## config.mk

```make
export PLATFORM = sky130hd
export DESIGN_NAME = cfp_core
export DESIGN_NICKNAME = d
export VERILOG_FILES = /design/src/cfp_pkg.sv /design/src/cfp_addr_if.sv /design/src/cfp_phase_gen.sv /design/src/cfp_addr_former.sv /design/src/cfp_core.sv
export SDC_FILE = /design/constraint.sdc
export NUM_CORES = 1
export LEC_CHECK = 0
export BUFFER_PORTS_ARGS = -buffer_cell sky130_fd_sc_hd__buf_2
export CORE_MARGIN = 4
export CORE_UTILIZATION = 30
export DETAILED_ROUTE_END_ITERATION = 10
export GPL_TIMING_DRIVEN = 0
export SLEW_MARGIN = 20
export SYNTH_ARGS = -nofsm -noshare
export SYNTH_HDL_FRONTEND = slang
export SYNTH_SLANG_ARGS = --single-unit
```

## constraint.sdc

```tcl
create_clock -name i_clock -period 5.2 [get_ports i_clock]
set_input_delay 0 -clock i_clock [delete_from_list [all_inputs] [get_ports i_clock]]
set_output_delay 0 -clock i_clock [all_outputs]
set_load 0.01 [all_outputs]
```

## src/cfp_pkg.sv

```systemverilog
// Function
// RL1: Divide input clock into four phases.
// RL2: Program counter advances phase one; capture phase four.
// RL3: Fetch overlaps execute; one instruction per cycle.
// RL4: Counter changes flush fetched word as no-op.
// RL5: Decode and execute during phases two to four; code decodes and requests reads in phase one.
// RL6: Operand read phase two, destination write phase four.
// RL7: Byte addressed program memory, step two, even.
// RL8: Absolute jump loads word address into bits 20:1.
// RL9: Relative branch offset counts words, doubled bytes.
// RL10: Second word top nibble ones, twelve data bits.
// RL11: Skipped first word makes second word no-op.
// RL12: Adding working value to low byte jumps.
// RL13: Table transfers move one byte via pointer, latch.
// RL14: Data addresses are twelve bits, 4096 bytes.
// RL15: Sixteen banks of 256; bank select low nibble.
// RL16: Special registers top of bank 15; unimplemented zero.
// RL17: Indirect pointers hold full twelve bit addresses.
// RL18: Register move takes two words, two cycles.
// RL19: Access bank reachable regardless of bank select.
// RL20: Low byte write loads, read copies, upper latches.
// RL21: Reset starts counter at zero, fetch only.
package cfp_pkg;

    localparam int PC_W = 21;
    localparam int DA_W = 12;
    localparam int WORD_W = 16;
    localparam int BANK_W = 4;
    localparam int PTR_NUM = 3;

    localparam logic [PC_W-1:0] PC_RESET = 21'h000000;
    localparam logic [PC_W-1:0] PC_STEP = 21'h000002;
    localparam logic [7:0] ACCESS_SPLIT = 8'h60;
    localparam logic [BANK_W-1:0] BANK_LOW = 4'h0;
    localparam logic [BANK_W-1:0] BANK_TOP = 4'hf;

    // Core register addresses in the top of bank 15.
    localparam logic [DA_W-1:0] CORE_BASE = 12'hfd8;
    localparam logic [DA_W-1:0] A_PCU_LATCH = 12'hffb;
    localparam logic [DA_W-1:0] A_PCH_LATCH = 12'hffa;
    localparam logic [DA_W-1:0] A_PCL = 12'hff9;
    localparam logic [DA_W-1:0] A_TPTR_U = 12'hff8;
    localparam logic [DA_W-1:0] A_TPTR_H = 12'hff7;
    localparam logic [DA_W-1:0] A_TPTR_L = 12'hff6;
    localparam logic [DA_W-1:0] A_TLATCH = 12'hff5;
    localparam logic [DA_W-1:0] A_WORK = 12'hfe8;
    localparam logic [DA_W-1:0] A_BANK = 12'hfe0;
    localparam logic [DA_W-1:0] A_PTR0_LOW = 12'hfe9;
    localparam logic [DA_W-1:0] A_PTR0_PORT = 12'hfef;
    localparam logic [DA_W-1:0] PTR_STRIDE = 12'h008;

    // Reset values.
    localparam logic [7:0] WORK_RESET = 8'h00;
    localparam logic [BANK_W-1:0] BANK_RESET = 4'h0;

    // Instruction encodings.
    localparam logic [7:0] OP_JUMP = 8'hef;
    localparam logic [7:0] OP_LDPTR = 8'hee;
    localparam logic [7:0] OP_MOVLW = 8'h0e;
    localparam logic [7:0] OP_MOVLB = 8'h01;
    localparam logic [4:0] OP_BRANCH = 5'h1a;
    localparam logic [3:0] OP_MOVE = 4'hc;
    localparam logic [3:0] OP_SECOND = 4'hf;
    localparam logic [5:0] OP_ADD_WORKING_TO_FILE = 6'h09;
    localparam logic [6:0] OP_MOVWF = 7'h37;
    localparam logic [6:0] OP_TSTFSZ = 7'h33;
    localparam logic [WORD_W-1:0] OP_TBLRD = 16'h0008;
    localparam logic [WORD_W-1:0] OP_TBLWT = 16'h000c;

    typedef enum logic [3:0] {
        PH_ONE = 4'h1,
        PH_TWO = 4'h2,
        PH_THREE = 4'h4,
        PH_FOUR = 4'h8
    } cfp_phase_type;

    function automatic logic [DA_W-1:0] ptr_low_addr(input int n);
        return A_PTR0_LOW - DA_W'(n * PTR_STRIDE);
    endfunction

    function automatic logic [DA_W-1:0] ptr_port_addr(input int n);
        return A_PTR0_PORT - DA_W'(n * PTR_STRIDE);
    endfunction

endpackage

```

## src/cfp_addr_if.sv

```systemverilog
`timescale 1ns/10ps
`default_nettype none
interface cfp_addr_if;
    import cfp_pkg::*;
    logic [BANK_W-1:0] bank;
    logic access;
    logic [7:0] field;
    logic full_sel;
    logic [DA_W-1:0] full_addr;
    logic [PTR_NUM-1:0][DA_W-1:0] ptrs;
    logic [DA_W-1:0] addr;
    logic indirect;
    modport former(input bank, access, field, full_sel, full_addr, ptrs,
        output addr, indirect);
    modport core(output bank, access, field, full_sel, full_addr, ptrs,
        input addr, indirect);
endinterface
`default_nettype wire

```

## src/cfp_phase_gen.sv

```systemverilog
`timescale 1ns/10ps
`default_nettype none
module cfp_phase_gen
    import cfp_pkg::*;
(
    // Clock and reset.
    input wire logic i_clock,
    input wire logic i_rst_b,
    // Phase output.
    output cfp_phase_type o_phase
);
    cfp_phase_type next_phase;

    // RL1: four phase rotation.
    always_comb begin
        case (o_phase)
            PH_ONE: next_phase = PH_TWO;
            PH_TWO: next_phase = PH_THREE;
            PH_THREE: next_phase = PH_FOUR;
            PH_FOUR: next_phase = PH_ONE;
            default: next_phase = PH_ONE;
        endcase
    end

    always_ff @(posedge i_clock) begin
        if (!i_rst_b) begin
            o_phase <= PH_ONE;
        end else begin
            o_phase <= next_phase;
        end
    end

    a_phase_rotate: assert property (@(posedge i_clock) disable iff (!i_rst_b)
        (o_phase == PH_ONE) |=> (o_phase == PH_TWO) ##1 (o_phase == PH_THREE)
        ##1 (o_phase == PH_FOUR) ##1 (o_phase == PH_ONE)) // RL1
        else $error("Phase sequence broken.");
endmodule
`default_nettype wire

```

## src/cfp_addr_former.sv

```systemverilog
`timescale 1ns/10ps
`default_nettype none
module cfp_addr_former
    import cfp_pkg::*;
(
    // Clock and reset, used only by checks.
    input wire logic i_clock,
    input wire logic i_rst_b,
    // Address request and result.
    cfp_addr_if.former aif
);
    logic [DA_W-1:0] access_addr;
    logic [DA_W-1:0] direct_addr;
    logic [DA_W-1:0] raw_addr;

    // RL19: access bank split.
    assign access_addr = (aif.field < ACCESS_SPLIT) ? {BANK_LOW, aif.field}
        : {BANK_TOP, aif.field};
    // RL15: bank select forms upper bits.
    assign direct_addr = aif.access ? {aif.bank, aif.field} : access_addr;
    // RL14: full twelve bit operand.
    assign raw_addr = aif.full_sel ? aif.full_addr : direct_addr;

    // RL17: indirect port uses pointer.
    always_comb begin
        aif.addr = raw_addr;
        aif.indirect = 1'b0;
        for (int n = 0; n < PTR_NUM; n++) begin
            if (raw_addr == ptr_port_addr(n)) begin
                aif.addr = aif.ptrs[n];
                aif.indirect = 1'b1;
            end
        end
    end

    a_bank_select: assert property (@(posedge i_clock) disable iff (!i_rst_b)
        (aif.access && !aif.full_sel && !aif.indirect)
        |-> (aif.addr == {aif.bank, aif.field})) // RL15
        else $error("Banked address not formed from bank select.");
    a_access_bank: assert property (@(posedge i_clock) disable iff (!i_rst_b)
        (!aif.access && !aif.full_sel && !aif.indirect)
        |-> (aif.addr[11:8] == ((aif.field < ACCESS_SPLIT) ? BANK_LOW
        : BANK_TOP))) // RL19
        else $error("Access bank address wrong.");
endmodule
`default_nettype wire

```

## src/cfp_core.sv

```systemverilog
`timescale 1ns/10ps
`default_nettype none
module cfp_core
    import cfp_pkg::*;
(
    // Clock and reset.
    input wire logic i_clock,
    input wire logic i_rst_b,
    // Program memory fetch port.
    output logic [PC_W-1:0] o_prog_addr,
    input wire logic [WORD_W-1:0] i_prog_word,
    // Table access port.
    output logic [PC_W-1:0] o_table_addr,
    output logic o_table_rd,
    output logic o_table_wr,
    output logic [7:0] o_table_wdata,
    input wire logic [7:0] i_table_byte,
    // Data memory port.
    output logic [DA_W-1:0] o_data_addr,
    output logic o_data_rd,
    output logic o_data_wr,
    output logic [7:0] o_data_wdata,
    input wire logic [7:0] i_data_rdata,
    // Timing status.
    output cfp_phase_type o_phase,
    output logic o_exec_valid
);
    logic [PC_W-1:0] pc;
    logic [WORD_W-1:0] ir;
    logic ir_valid;
    logic started;
    logic redirect;
    logic [PC_W-1:0] target;
    logic [7:0] work;
    logic [BANK_W-1:0] bank;
    logic [7:0] pch_latch;
    logic [4:0] pcu_latch;
    logic [PC_W-1:0] table_pointer;
    logic [7:0] table_latch;
    logic [PTR_NUM-1:0][DA_W-1:0] ptr;
    logic [7:0] operand;
    logic move_pending;
    logic [7:0] move_data;

    cfp_addr_if aif();

    cfp_phase_gen u_phase (
        .i_clock(i_clock),
        .i_rst_b(i_rst_b),
        .o_phase(o_phase)
    );

    cfp_addr_former u_former (
        .i_clock(i_clock),
        .i_rst_b(i_rst_b),
        .aif(aif)
    );

    assign o_prog_addr = pc;
    assign o_table_addr = table_pointer;
    assign o_table_wdata = table_latch;
    assign o_exec_valid = ir_valid;

    // Phase decode.
    wire ph1 = (o_phase == PH_ONE);
    wire ph2 = (o_phase == PH_TWO);
    wire ph3 = (o_phase == PH_THREE);
    wire ph4 = (o_phase == PH_FOUR);

    // Instruction decode.
    wire exec = ir_valid;
    wire is_jump = (ir[15:8] == OP_JUMP);
    wire is_ldptr = (ir[15:8] == OP_LDPTR);
    wire is_movlw = (ir[15:8] == OP_MOVLW);
    wire is_movlb = (ir[15:8] == OP_MOVLB);
    wire is_branch = (ir[15:11] == OP_BRANCH);
    wire is_move = (ir[15:12] == OP_MOVE);
    wire is_second = (ir[15:12] == OP_SECOND);
    wire is_add_working_to_file = (ir[15:10] == OP_ADD_WORKING_TO_FILE);
    wire is_movwf = (ir[15:9] == OP_MOVWF);
    wire is_tstfsz = (ir[15:9] == OP_TSTFSZ);
    wire is_tblrd = (ir == OP_TBLRD);
    wire is_tblwt = (ir == OP_TBLWT);
    // RL11: second word acts only after its first.
    wire move_second = exec && is_second && move_pending;

    // RL6: operand read and destination write.
    wire needs_read = exec && (is_add_working_to_file || is_tstfsz || is_move);
    wire needs_write = (exec && ((is_add_working_to_file && ir[9]) || is_movwf))
        || move_second;
    wire [8:0] add_full = operand + work;
    wire [7:0] write_value = move_second ? move_data
        : (is_add_working_to_file ? add_full[7:0] : work);

    // RL14: address request to the former.
    assign aif.bank = bank;
    assign aif.access = ir[8];
    assign aif.field = ir[7:0];
    assign aif.full_sel = is_move || move_second;
    assign aif.full_addr = ir[11:0];
    assign aif.ptrs = ptr;

    // RL16: core registers; unimplemented core locations read zero.
    wire core_hit = (o_data_addr >= CORE_BASE);
    logic [7:0] core_value;
    always_comb begin
        case (o_data_addr)
            A_WORK: core_value = work;
            A_BANK: core_value = {4'h0, bank};
            A_PCL: core_value = pc[7:0];
            A_PCH_LATCH: core_value = pch_latch;
            A_PCU_LATCH: core_value = {3'h0, pcu_latch};
            A_TPTR_L: core_value = table_pointer[7:0];
            A_TPTR_H: core_value = table_pointer[15:8];
            A_TPTR_U: core_value = {3'h0, table_pointer[20:16]};
            A_TLATCH: core_value = table_latch;
            default: core_value = 8'h00;
        endcase
        for (int n = 0; n < PTR_NUM; n++) begin
            if (o_data_addr == ptr_low_addr(n)) begin
                core_value = ptr[n][7:0];
            end
            if (o_data_addr == ptr_low_addr(n) + 12'h001) begin
                core_value = {4'h0, ptr[n][11:8]};
            end
        end
    end
    wire [7:0] read_value = core_hit ? core_value : i_data_rdata;

    // Core write strobe during phase four.
    wire wr_core = ph4 && o_data_wr;
    wire pcl_write = wr_core && (o_data_addr == A_PCL);
    wire pcl_read = ph2 && o_data_rd && (o_data_addr == A_PCL);

    // RL8: absolute jump target.
    wire [PC_W-1:0] jump_target = {i_prog_word[11:0], ir[7:0], 1'b0};
    // RL9: branch offset doubled.
    wire [PC_W-1:0] branch_target = pc + {{9{ir[10]}}, ir[10:0], 1'b0};
    // RL12: computed jump from low byte write.
    wire [PC_W-1:0] pcl_target = {pcu_latch, pch_latch,
        o_data_wdata[7:1], 1'b0};
    wire jump_now = exec && (is_jump || is_branch);
    wire skip_now = exec && is_tstfsz && (operand == 8'h00);
    wire ldptr_now = exec && is_ldptr;
    // RL4: flush the already fetched word.
    wire flush = jump_now || pcl_write || skip_now || ldptr_now;
    wire [PC_W-1:0] next_target = pcl_write ? pcl_target
        : (is_jump ? jump_target : branch_target);

    // RL2: counter advances at phase one.
    always_ff @(posedge i_clock) begin
        if (!i_rst_b) begin
            pc <= PC_RESET;
            started <= 1'b0;
        end else if (ph1) begin
            // RL21: first cycle after reset only fetches.
            started <= 1'b1;
            // RL7: sequential step of two.
            if (started) begin
                pc <= redirect ? target : pc + PC_STEP;
            end
        end
    end

    // RL4: redirect held until phase one.
    always_ff @(posedge i_clock) begin
        if (!i_rst_b) begin
            redirect <= 1'b0;
            target <= PC_RESET;
        end else if (ph4) begin
            redirect <= jump_now || pcl_write;
            target <= next_target;
        end else if (ph1) begin
            redirect <= 1'b0;
        end
    end

    // RL3: capture fetched word at phase four.
    always_ff @(posedge i_clock) begin
        if (!i_rst_b) begin
            ir <= 16'h0000;
            ir_valid <= 1'b0;
        end else if (ph4) begin
            ir <= i_prog_word;
            ir_valid <= started && !flush;
        end
    end

    // RL18: register move carries its operand.
    always_ff @(posedge i_clock) begin
        if (!i_rst_b) begin
            move_pending <= 1'b0;
            move_data <= 8'h00;
        end else if (ph4) begin
            move_pending <= exec && is_move;
            move_data <= operand;
        end
    end

    // RL6: data strobes, read in two, write in four.
    always_ff @(posedge i_clock) begin
        if (!i_rst_b) begin
            o_data_rd <= 1'b0;
            o_data_wr <= 1'b0;
            o_data_addr <= 12'h000;
            o_data_wdata <= 8'h00;
        end else begin
            o_data_rd <= ph1 && needs_read;
            o_data_wr <= ph3 && needs_write;
            if ((ph1 && needs_read) || (ph3 && needs_write)) begin
                o_data_addr <= aif.addr;
            end
            if (ph3) begin
                o_data_wdata <= write_value;
            end
        end
    end

    // RL5: operand captured at end of phase two.
    always_ff @(posedge i_clock) begin
        if (!i_rst_b) begin
            operand <= 8'h00;
        end else if (ph2 && o_data_rd) begin
            operand <= read_value;
        end
    end

    // Working register and bank select.
    always_ff @(posedge i_clock) begin
        if (!i_rst_b) begin
            work <= WORK_RESET;
            bank <= BANK_RESET;
        end else if (ph4) begin
            if (wr_core && (o_data_addr == A_WORK)) begin
                work <= o_data_wdata;
            end else if (exec && is_add_working_to_file && !ir[9]) begin
                work <= add_full[7:0];
            end else if (exec && is_movlw) begin
                work <= ir[7:0];
            end
            // RL15: only four bank bits stored.
            if (wr_core && (o_data_addr == A_BANK)) begin
                bank <= o_data_wdata[3:0];
            end else if (exec && is_movlb) begin
                bank <= ir[3:0];
            end
        end
    end

    // RL20: upper latches load and copy.
    always_ff @(posedge i_clock) begin
        if (!i_rst_b) begin
            pch_latch <= 8'h00;
            pcu_latch <= 5'h00;
        end else if (pcl_read) begin
            pch_latch <= pc[15:8];
            pcu_latch <= pc[20:16];
        end else if (wr_core) begin
            if (o_data_addr == A_PCH_LATCH) begin
                pch_latch <= o_data_wdata;
            end
            if (o_data_addr == A_PCU_LATCH) begin
                pcu_latch <= o_data_wdata[4:0];
            end
        end
    end

    // RL13: table pointer, latch and strobes.
    always_ff @(posedge i_clock) begin
        if (!i_rst_b) begin
            table_pointer <= PC_RESET;
            table_latch <= 8'h00;
            o_table_rd <= 1'b0;
            o_table_wr <= 1'b0;
        end else begin
            o_table_rd <= ph1 && exec && is_tblrd;
            o_table_wr <= ph1 && exec && is_tblwt;
            if (o_table_rd) begin
                table_latch <= i_table_byte;
            end else if (wr_core && (o_data_addr == A_TLATCH)) begin
                table_latch <= o_data_wdata;
            end
            if (wr_core && (o_data_addr == A_TPTR_L)) begin
                table_pointer[7:0] <= o_data_wdata;
            end
            if (wr_core && (o_data_addr == A_TPTR_H)) begin
                table_pointer[15:8] <= o_data_wdata;
            end
            if (wr_core && (o_data_addr == A_TPTR_U)) begin
                table_pointer[20:16] <= o_data_wdata[4:0];
            end
        end
    end

    // RL17: pointer registers, loaded whole or by byte.
    always_ff @(posedge i_clock) begin
        if (!i_rst_b) begin
            ptr <= '0;
        end else begin
            for (int n = 0; n < PTR_NUM; n++) begin
                if (wr_core && (o_data_addr == ptr_low_addr(n))) begin
                    ptr[n][7:0] <= o_data_wdata;
                end
                if (wr_core && (o_data_addr == ptr_low_addr(n) + 12'h001)) begin
                    ptr[n][11:8] <= o_data_wdata[3:0];
                end
            end
            // RL10: second word supplies low data bits.
            if (ph4 && ldptr_now && (i_prog_word[15:12] == OP_SECOND)) begin
                ptr[ir[5:4]] <= {ir[3:0], i_prog_word[7:0]};
            end
        end
    end

    a_pc_step: assert property (@(posedge i_clock) disable iff (!i_rst_b)
        (ph1 && started && !redirect) |=> (pc == $past(pc) + PC_STEP)) // RL7
        else $error("Counter did not step by two.");
    a_pc_even: assert property (@(posedge i_clock) disable iff (!i_rst_b)
        pc[0] == 1'b0) // RL7
        else $error("Counter low bit set.");
    a_pc_phase_one: assert property (@(posedge i_clock) disable iff (!i_rst_b)
        !ph1 |=> $stable(pc)) // RL2
        else $error("Counter changed outside phase one.");
    a_ir_phase_four: assert property (@(posedge i_clock) disable iff (!i_rst_b)
        !ph4 |=> $stable(ir) && $stable(ir_valid)) // RL2
        else $error("Holding register changed outside phase four.");
    a_jump_target: assert property (@(posedge i_clock) disable iff (!i_rst_b)
        (ph4 && exec && is_jump) |=> redirect && (target ==
        {$past(i_prog_word[11:0]), $past(ir[7:0]), 1'b0})) // RL8
        else $error("Jump target wrong.");
    a_jump_flush: assert property (@(posedge i_clock) disable iff (!i_rst_b)
        (ph4 && jump_now) |=> !ir_valid ##1 (pc == $past(target))) // RL4
        else $error("Jump did not flush or redirect.");
    a_branch_double: assert property (@(posedge i_clock) disable iff (!i_rst_b)
        (ph4 && exec && is_branch) |=> (target == $past(pc)
        + {{9{$past(ir[10])}}, $past(ir[10:0]), 1'b0})) // RL9
        else $error("Branch displacement not doubled.");
    a_read_q2: assert property (@(posedge i_clock) disable iff (!i_rst_b)
        o_data_rd |-> (o_phase == PH_TWO)) // RL6
        else $error("Data read outside phase two.");
    a_write_q4: assert property (@(posedge i_clock) disable iff (!i_rst_b)
        o_data_wr |-> (o_phase == PH_FOUR)) // RL6
        else $error("Data write outside phase four.");
    a_lone_second: assert property (@(posedge i_clock) disable iff (!i_rst_b)
        (ph3 && exec && is_second && !move_pending) |=> !o_data_wr) // RL11
        else $error("Lone second word did not act as no-op.");
    a_pcl_copy: assert property (@(posedge i_clock) disable iff (!i_rst_b)
        pcl_read |=> (pch_latch == $past(pc[15:8]))
        && (pcu_latch == $past(pc[20:16]))) // RL20
        else $error("Low byte read did not copy upper bytes.");
    a_reset_start: assert property (@(posedge i_clock) disable iff (!i_rst_b)
        !started |-> (pc == PC_RESET) && !ir_valid) // RL21
        else $error("Reset start state wrong.");

    c_jump: cover property (@(posedge i_clock) disable iff (!i_rst_b)
        ph4 && exec && is_jump);
    c_move_pair: cover property (@(posedge i_clock) disable iff (!i_rst_b)
        ph4 && move_second);
    c_computed: cover property (@(posedge i_clock) disable iff (!i_rst_b)
        pcl_write);
    c_skip: cover property (@(posedge i_clock) disable iff (!i_rst_b)
        ph4 && skip_now);
endmodule
`default_nettype wire

```

==> results.md <==
- Leak Pwr: 4.96 nW
- Slowest stage delay, CP: 0.82 ns
- Setup slack at placement: 1.36 ns
- Slew Viols, Final: 0
- Crit-path slowest cell: nor3_1
- Crit path to: aif.ptrs[10]
- Number of cells produced by synthesis: 1509
- Worst Path Required: 5.53 ns
- Clk Latency, worst-skew pair: 0.46 ns
- GRT Util Overall: 0.250
- Vias after detailed routing: 13200
- Yosys top cell area share: 0.343
- Initial Util: 0.304
- Syn avg cell area: 7.58 µm²
- Clk sink count: 196
- CP Cell Sequence: clkbuf_1 -> nand2_1 -> nor3b_1 -> nand4b_1 -> nor3_1 -> nand2_1 -> clkbuf_1 -> a311oi_1
- Synth Cell Area: 11400 µm²
- # setup viols final: 0
- R2r setup slk: 1.08 ns
- TritonRoute pass-1 iters: 7
- Setup bufs post-CTS: 0
- Number of flops mapped to enable cells by yosys: 0
- Crit-path max FO: 10
- Layout Utilization: 0.360
- Share of post-route cells with drive strength above 1: 0.102
- TritonCTS clock tree: done
- R2r worst-path depth: 8
- Post-DP HPWL: 40000 µm
- Critical R2R Launch: ir[10]
- Clock-pin transition on the worst setup and hold timing paths: 0.07 ns
- Number of global-route vias before repair: 12300
- Top cells by area, synth: dfxtp_1 (34%), nand2_1 (8.1%), a21oi_1 (6.6%)
- Final worst slack: 1.08 ns
- Area of the multi-input gates: 7040 µm²
- Final wirelength: 53600 µm
- Vias per cell: 6.01
- FMAX: 243 MHz
- Layout fillers: 4042
- Final Hold Fails: 0
- Run status: finished clean
- CTS Hold Bufs: 25
- Power density cells: 236 nW/µm²
- Largest net degree at the start of global routing: 17
- Diodes inserted: 0
- Post_cts resized: 0
- Synth cell types: 80
- TritonCTS Buffers: 17
- Clock Tree Buf Depth: 2
- Yosys warns: 0
- RSZ-0062 raised after global routing: false
- Leading area contributor after synthesis: dfxtp_1
- Synth-to-layout area growth: 18.6%
- H-tree Lvls: 4
- Grt ovf: 0
- Fin nets: 1729
- CP Capture Type: flip-flop
- Core Region: 37700 µm²
- Avg WL per Cell: 24.5 µm
- Die height: 203 µm
- Row Count: 71
- Seq/Total Area, Yosys: 0.343
- Crit path from: ir[10]
- Max-Cap Viols: 0
- Initial drt markers: 1793
- CTS Root Buffer Type: clkbuf_16
- Reg-to-Reg End: aif.ptrs[10]
- Drt drc: 0
- Rel. slew slack: 0.276
- Crit Path Category: flip-flop to flip-flop
- Setup TNS: 0 ns
- Hold Crit Class: input pin to flip-flop
- Register bit count reported by yosys: 196
- Startpoint types: flip-flop
- Number of I/O port buffers: 111
- Crit path DAT: 4.45 ns
- Final Cycle Share: 0.792
- Final ANT Viol Nets: 0
- Layout Skew: 0.0146 ns
- Post-route cell area: 13600 µm²
- Peak VDD IR: 165 µV
- Initial antenna violation count: 2
- I/O Pins: 113
- Tmin final: 4.12 ns
- Final GP Congestion: 1.03
- Ys async rst share: 0
- Synth Flop Type: dfxtp_1
- Die extent in x: 203 µm
- Cell Area, Placed: 12700 µm²
- Slew @ Worst Pin: 1.07 ns
- Syn_nets: 1572
- Sequential cell area: 3920 µm²
- Die ar.: 41300 µm²
- First-pass GRT wire length: 78800 µm
cell type report:
type	count	area share
clock buffer	21	0.0354
tap	511	0.0472
inverter	20	0.00554
buffer	111	0.0317
timing repair buffer	138	0.0604
sequential	196	0.289
multi-input combinational	1182	0.520
clock inverter	10	0.0108
metal layers:
metal / vias up / part of all wire / wire length [µm] / track usage
met4: 2 / 0.060 / 3200 / 0.127
met5: - / 0.00015 / 8 / 0
met3: 172 / 0.095 / 5120 / 0.0391
met1: 6283 / 0.40 / 21600 / 0.330
met2: 830 / 0.44 / 23700 / 0.397
li1: 5874 / - / - / -
placed cells by master, fill, tap and decap left out, types with 32 or more instances in the layout:
cell type and instances:
a211oi_1 45, a21oi_1 151, a311oi_1 32, buf_2 116, clkbuf_1 99, dfxtp_1 196, mux2i_1 48, nand2_1 246
nand3_1 77, nor2_1 154, o21ai_0 43
where the power goes:
part	total, W	internal (W)	switching (W)
combinational	0.000198	0.0000666	0.000131
clock	0.00146	0.000813	0.000644
sequential	0.00155	0.00151	0.0000361
cell usage after synthesis (all sizes together), types with 3 or more instances:
master   number
a222oi        3
a311oi       32
a31oi         9
and2         13
o21ai        55
nand2b       10
inv          19
nand4        17
a21oi       152
nand2       246
o211ai        9
a22oi        18
a21o         11
a22o         15
nor4         13
and4          5
buf          11
a211o         3
nor4b         6
or4           3
or2           4
a221o         7
clkbuf      100
ha           27
o221ai       10
o2111ai       3
a211oi       45
o22ai         8
dfxtp       196
xor2          7
nor2        155
o21a          8
o31ai         5
nand3b        3
a221oi       31
nor3         33
nand3        77
nor2b        17
xnor2        11
mux2i        48
or3           3
and3         26
critical path: cells and delay by family (launching register included):
family / cells / cell delay [ns]
buffers and inverters: 2 / 0.88
AOI/OAI and AO/OA: 1 / 0.40
and+or+nand+nor: 5 / 2.13
DFF: 1 / 0.58
registers in the layout, summed over array words and instances, names as in the netlist, 4 cells and up:
| signal | cells |
|---|---|
| u_phase.o_phase | 4 |
| o_prog_addr | 21 |
| aif.ptrs | 36 |
| o_data_wdata | 8 |
| o_data_addr | 12 |
| o_table_addr | 21 |
| aif.bank | 4 |
| ir | 16 |
| move_data | 8 |
| operand | 8 |
| work | 8 |
| target | 21 |
| pcu_latch | 5 |
| pch_latch | 8 |
| o_table_wdata | 8 |
cell families (layout without fill, tap and decap cells):
family | count (synthesis) | in the layout | share of synthesized area
fa+ha+maj | 29 | 29 | 0.0330
compound gates | 446 | 446 | 0.263
buf+inv | 131 | 300 | 0.0442
simple gates | 640 | 640 | 0.260
xor+xnor | 18 | 18 | 0.0138
mux | 49 | 49 | 0.0430
flops | 196 | 196 | 0.343
how the worst min path moves through the flow:
stage,from,depth (start not counted),endpoint
2_1_floorplan,i_prog_word[14],2,ir[14]
3_3_place_gp,i_table_byte[4],3,o_table_wdata[4]
3_5_place_dp,i_table_byte[5],3,o_table_wdata[5]
4_1_cts,i_data_rdata[0],5,operand[0]
5_1_grt,i_data_rdata[3],4,operand[3]
6_report,i_data_rdata[0],5,operand[0]
stage by stage:
stage / cells / power (W) / hold slack [ns]
2_1_floorplan: 1509 / 0.00166 / 0.136
3_3_place_gp: 2131 / 0.00176 / 0.234
3_5_place_dp: 2133 / 0.00176 / 0.237
4_1_cts: 2189 / 0.00319 / 0.0462
5_1_grt: 2189 / 0.00327 / 0.115
6_report: 2189 / 0.00320 / 0.0594
(Power assumes the default switching activity.)
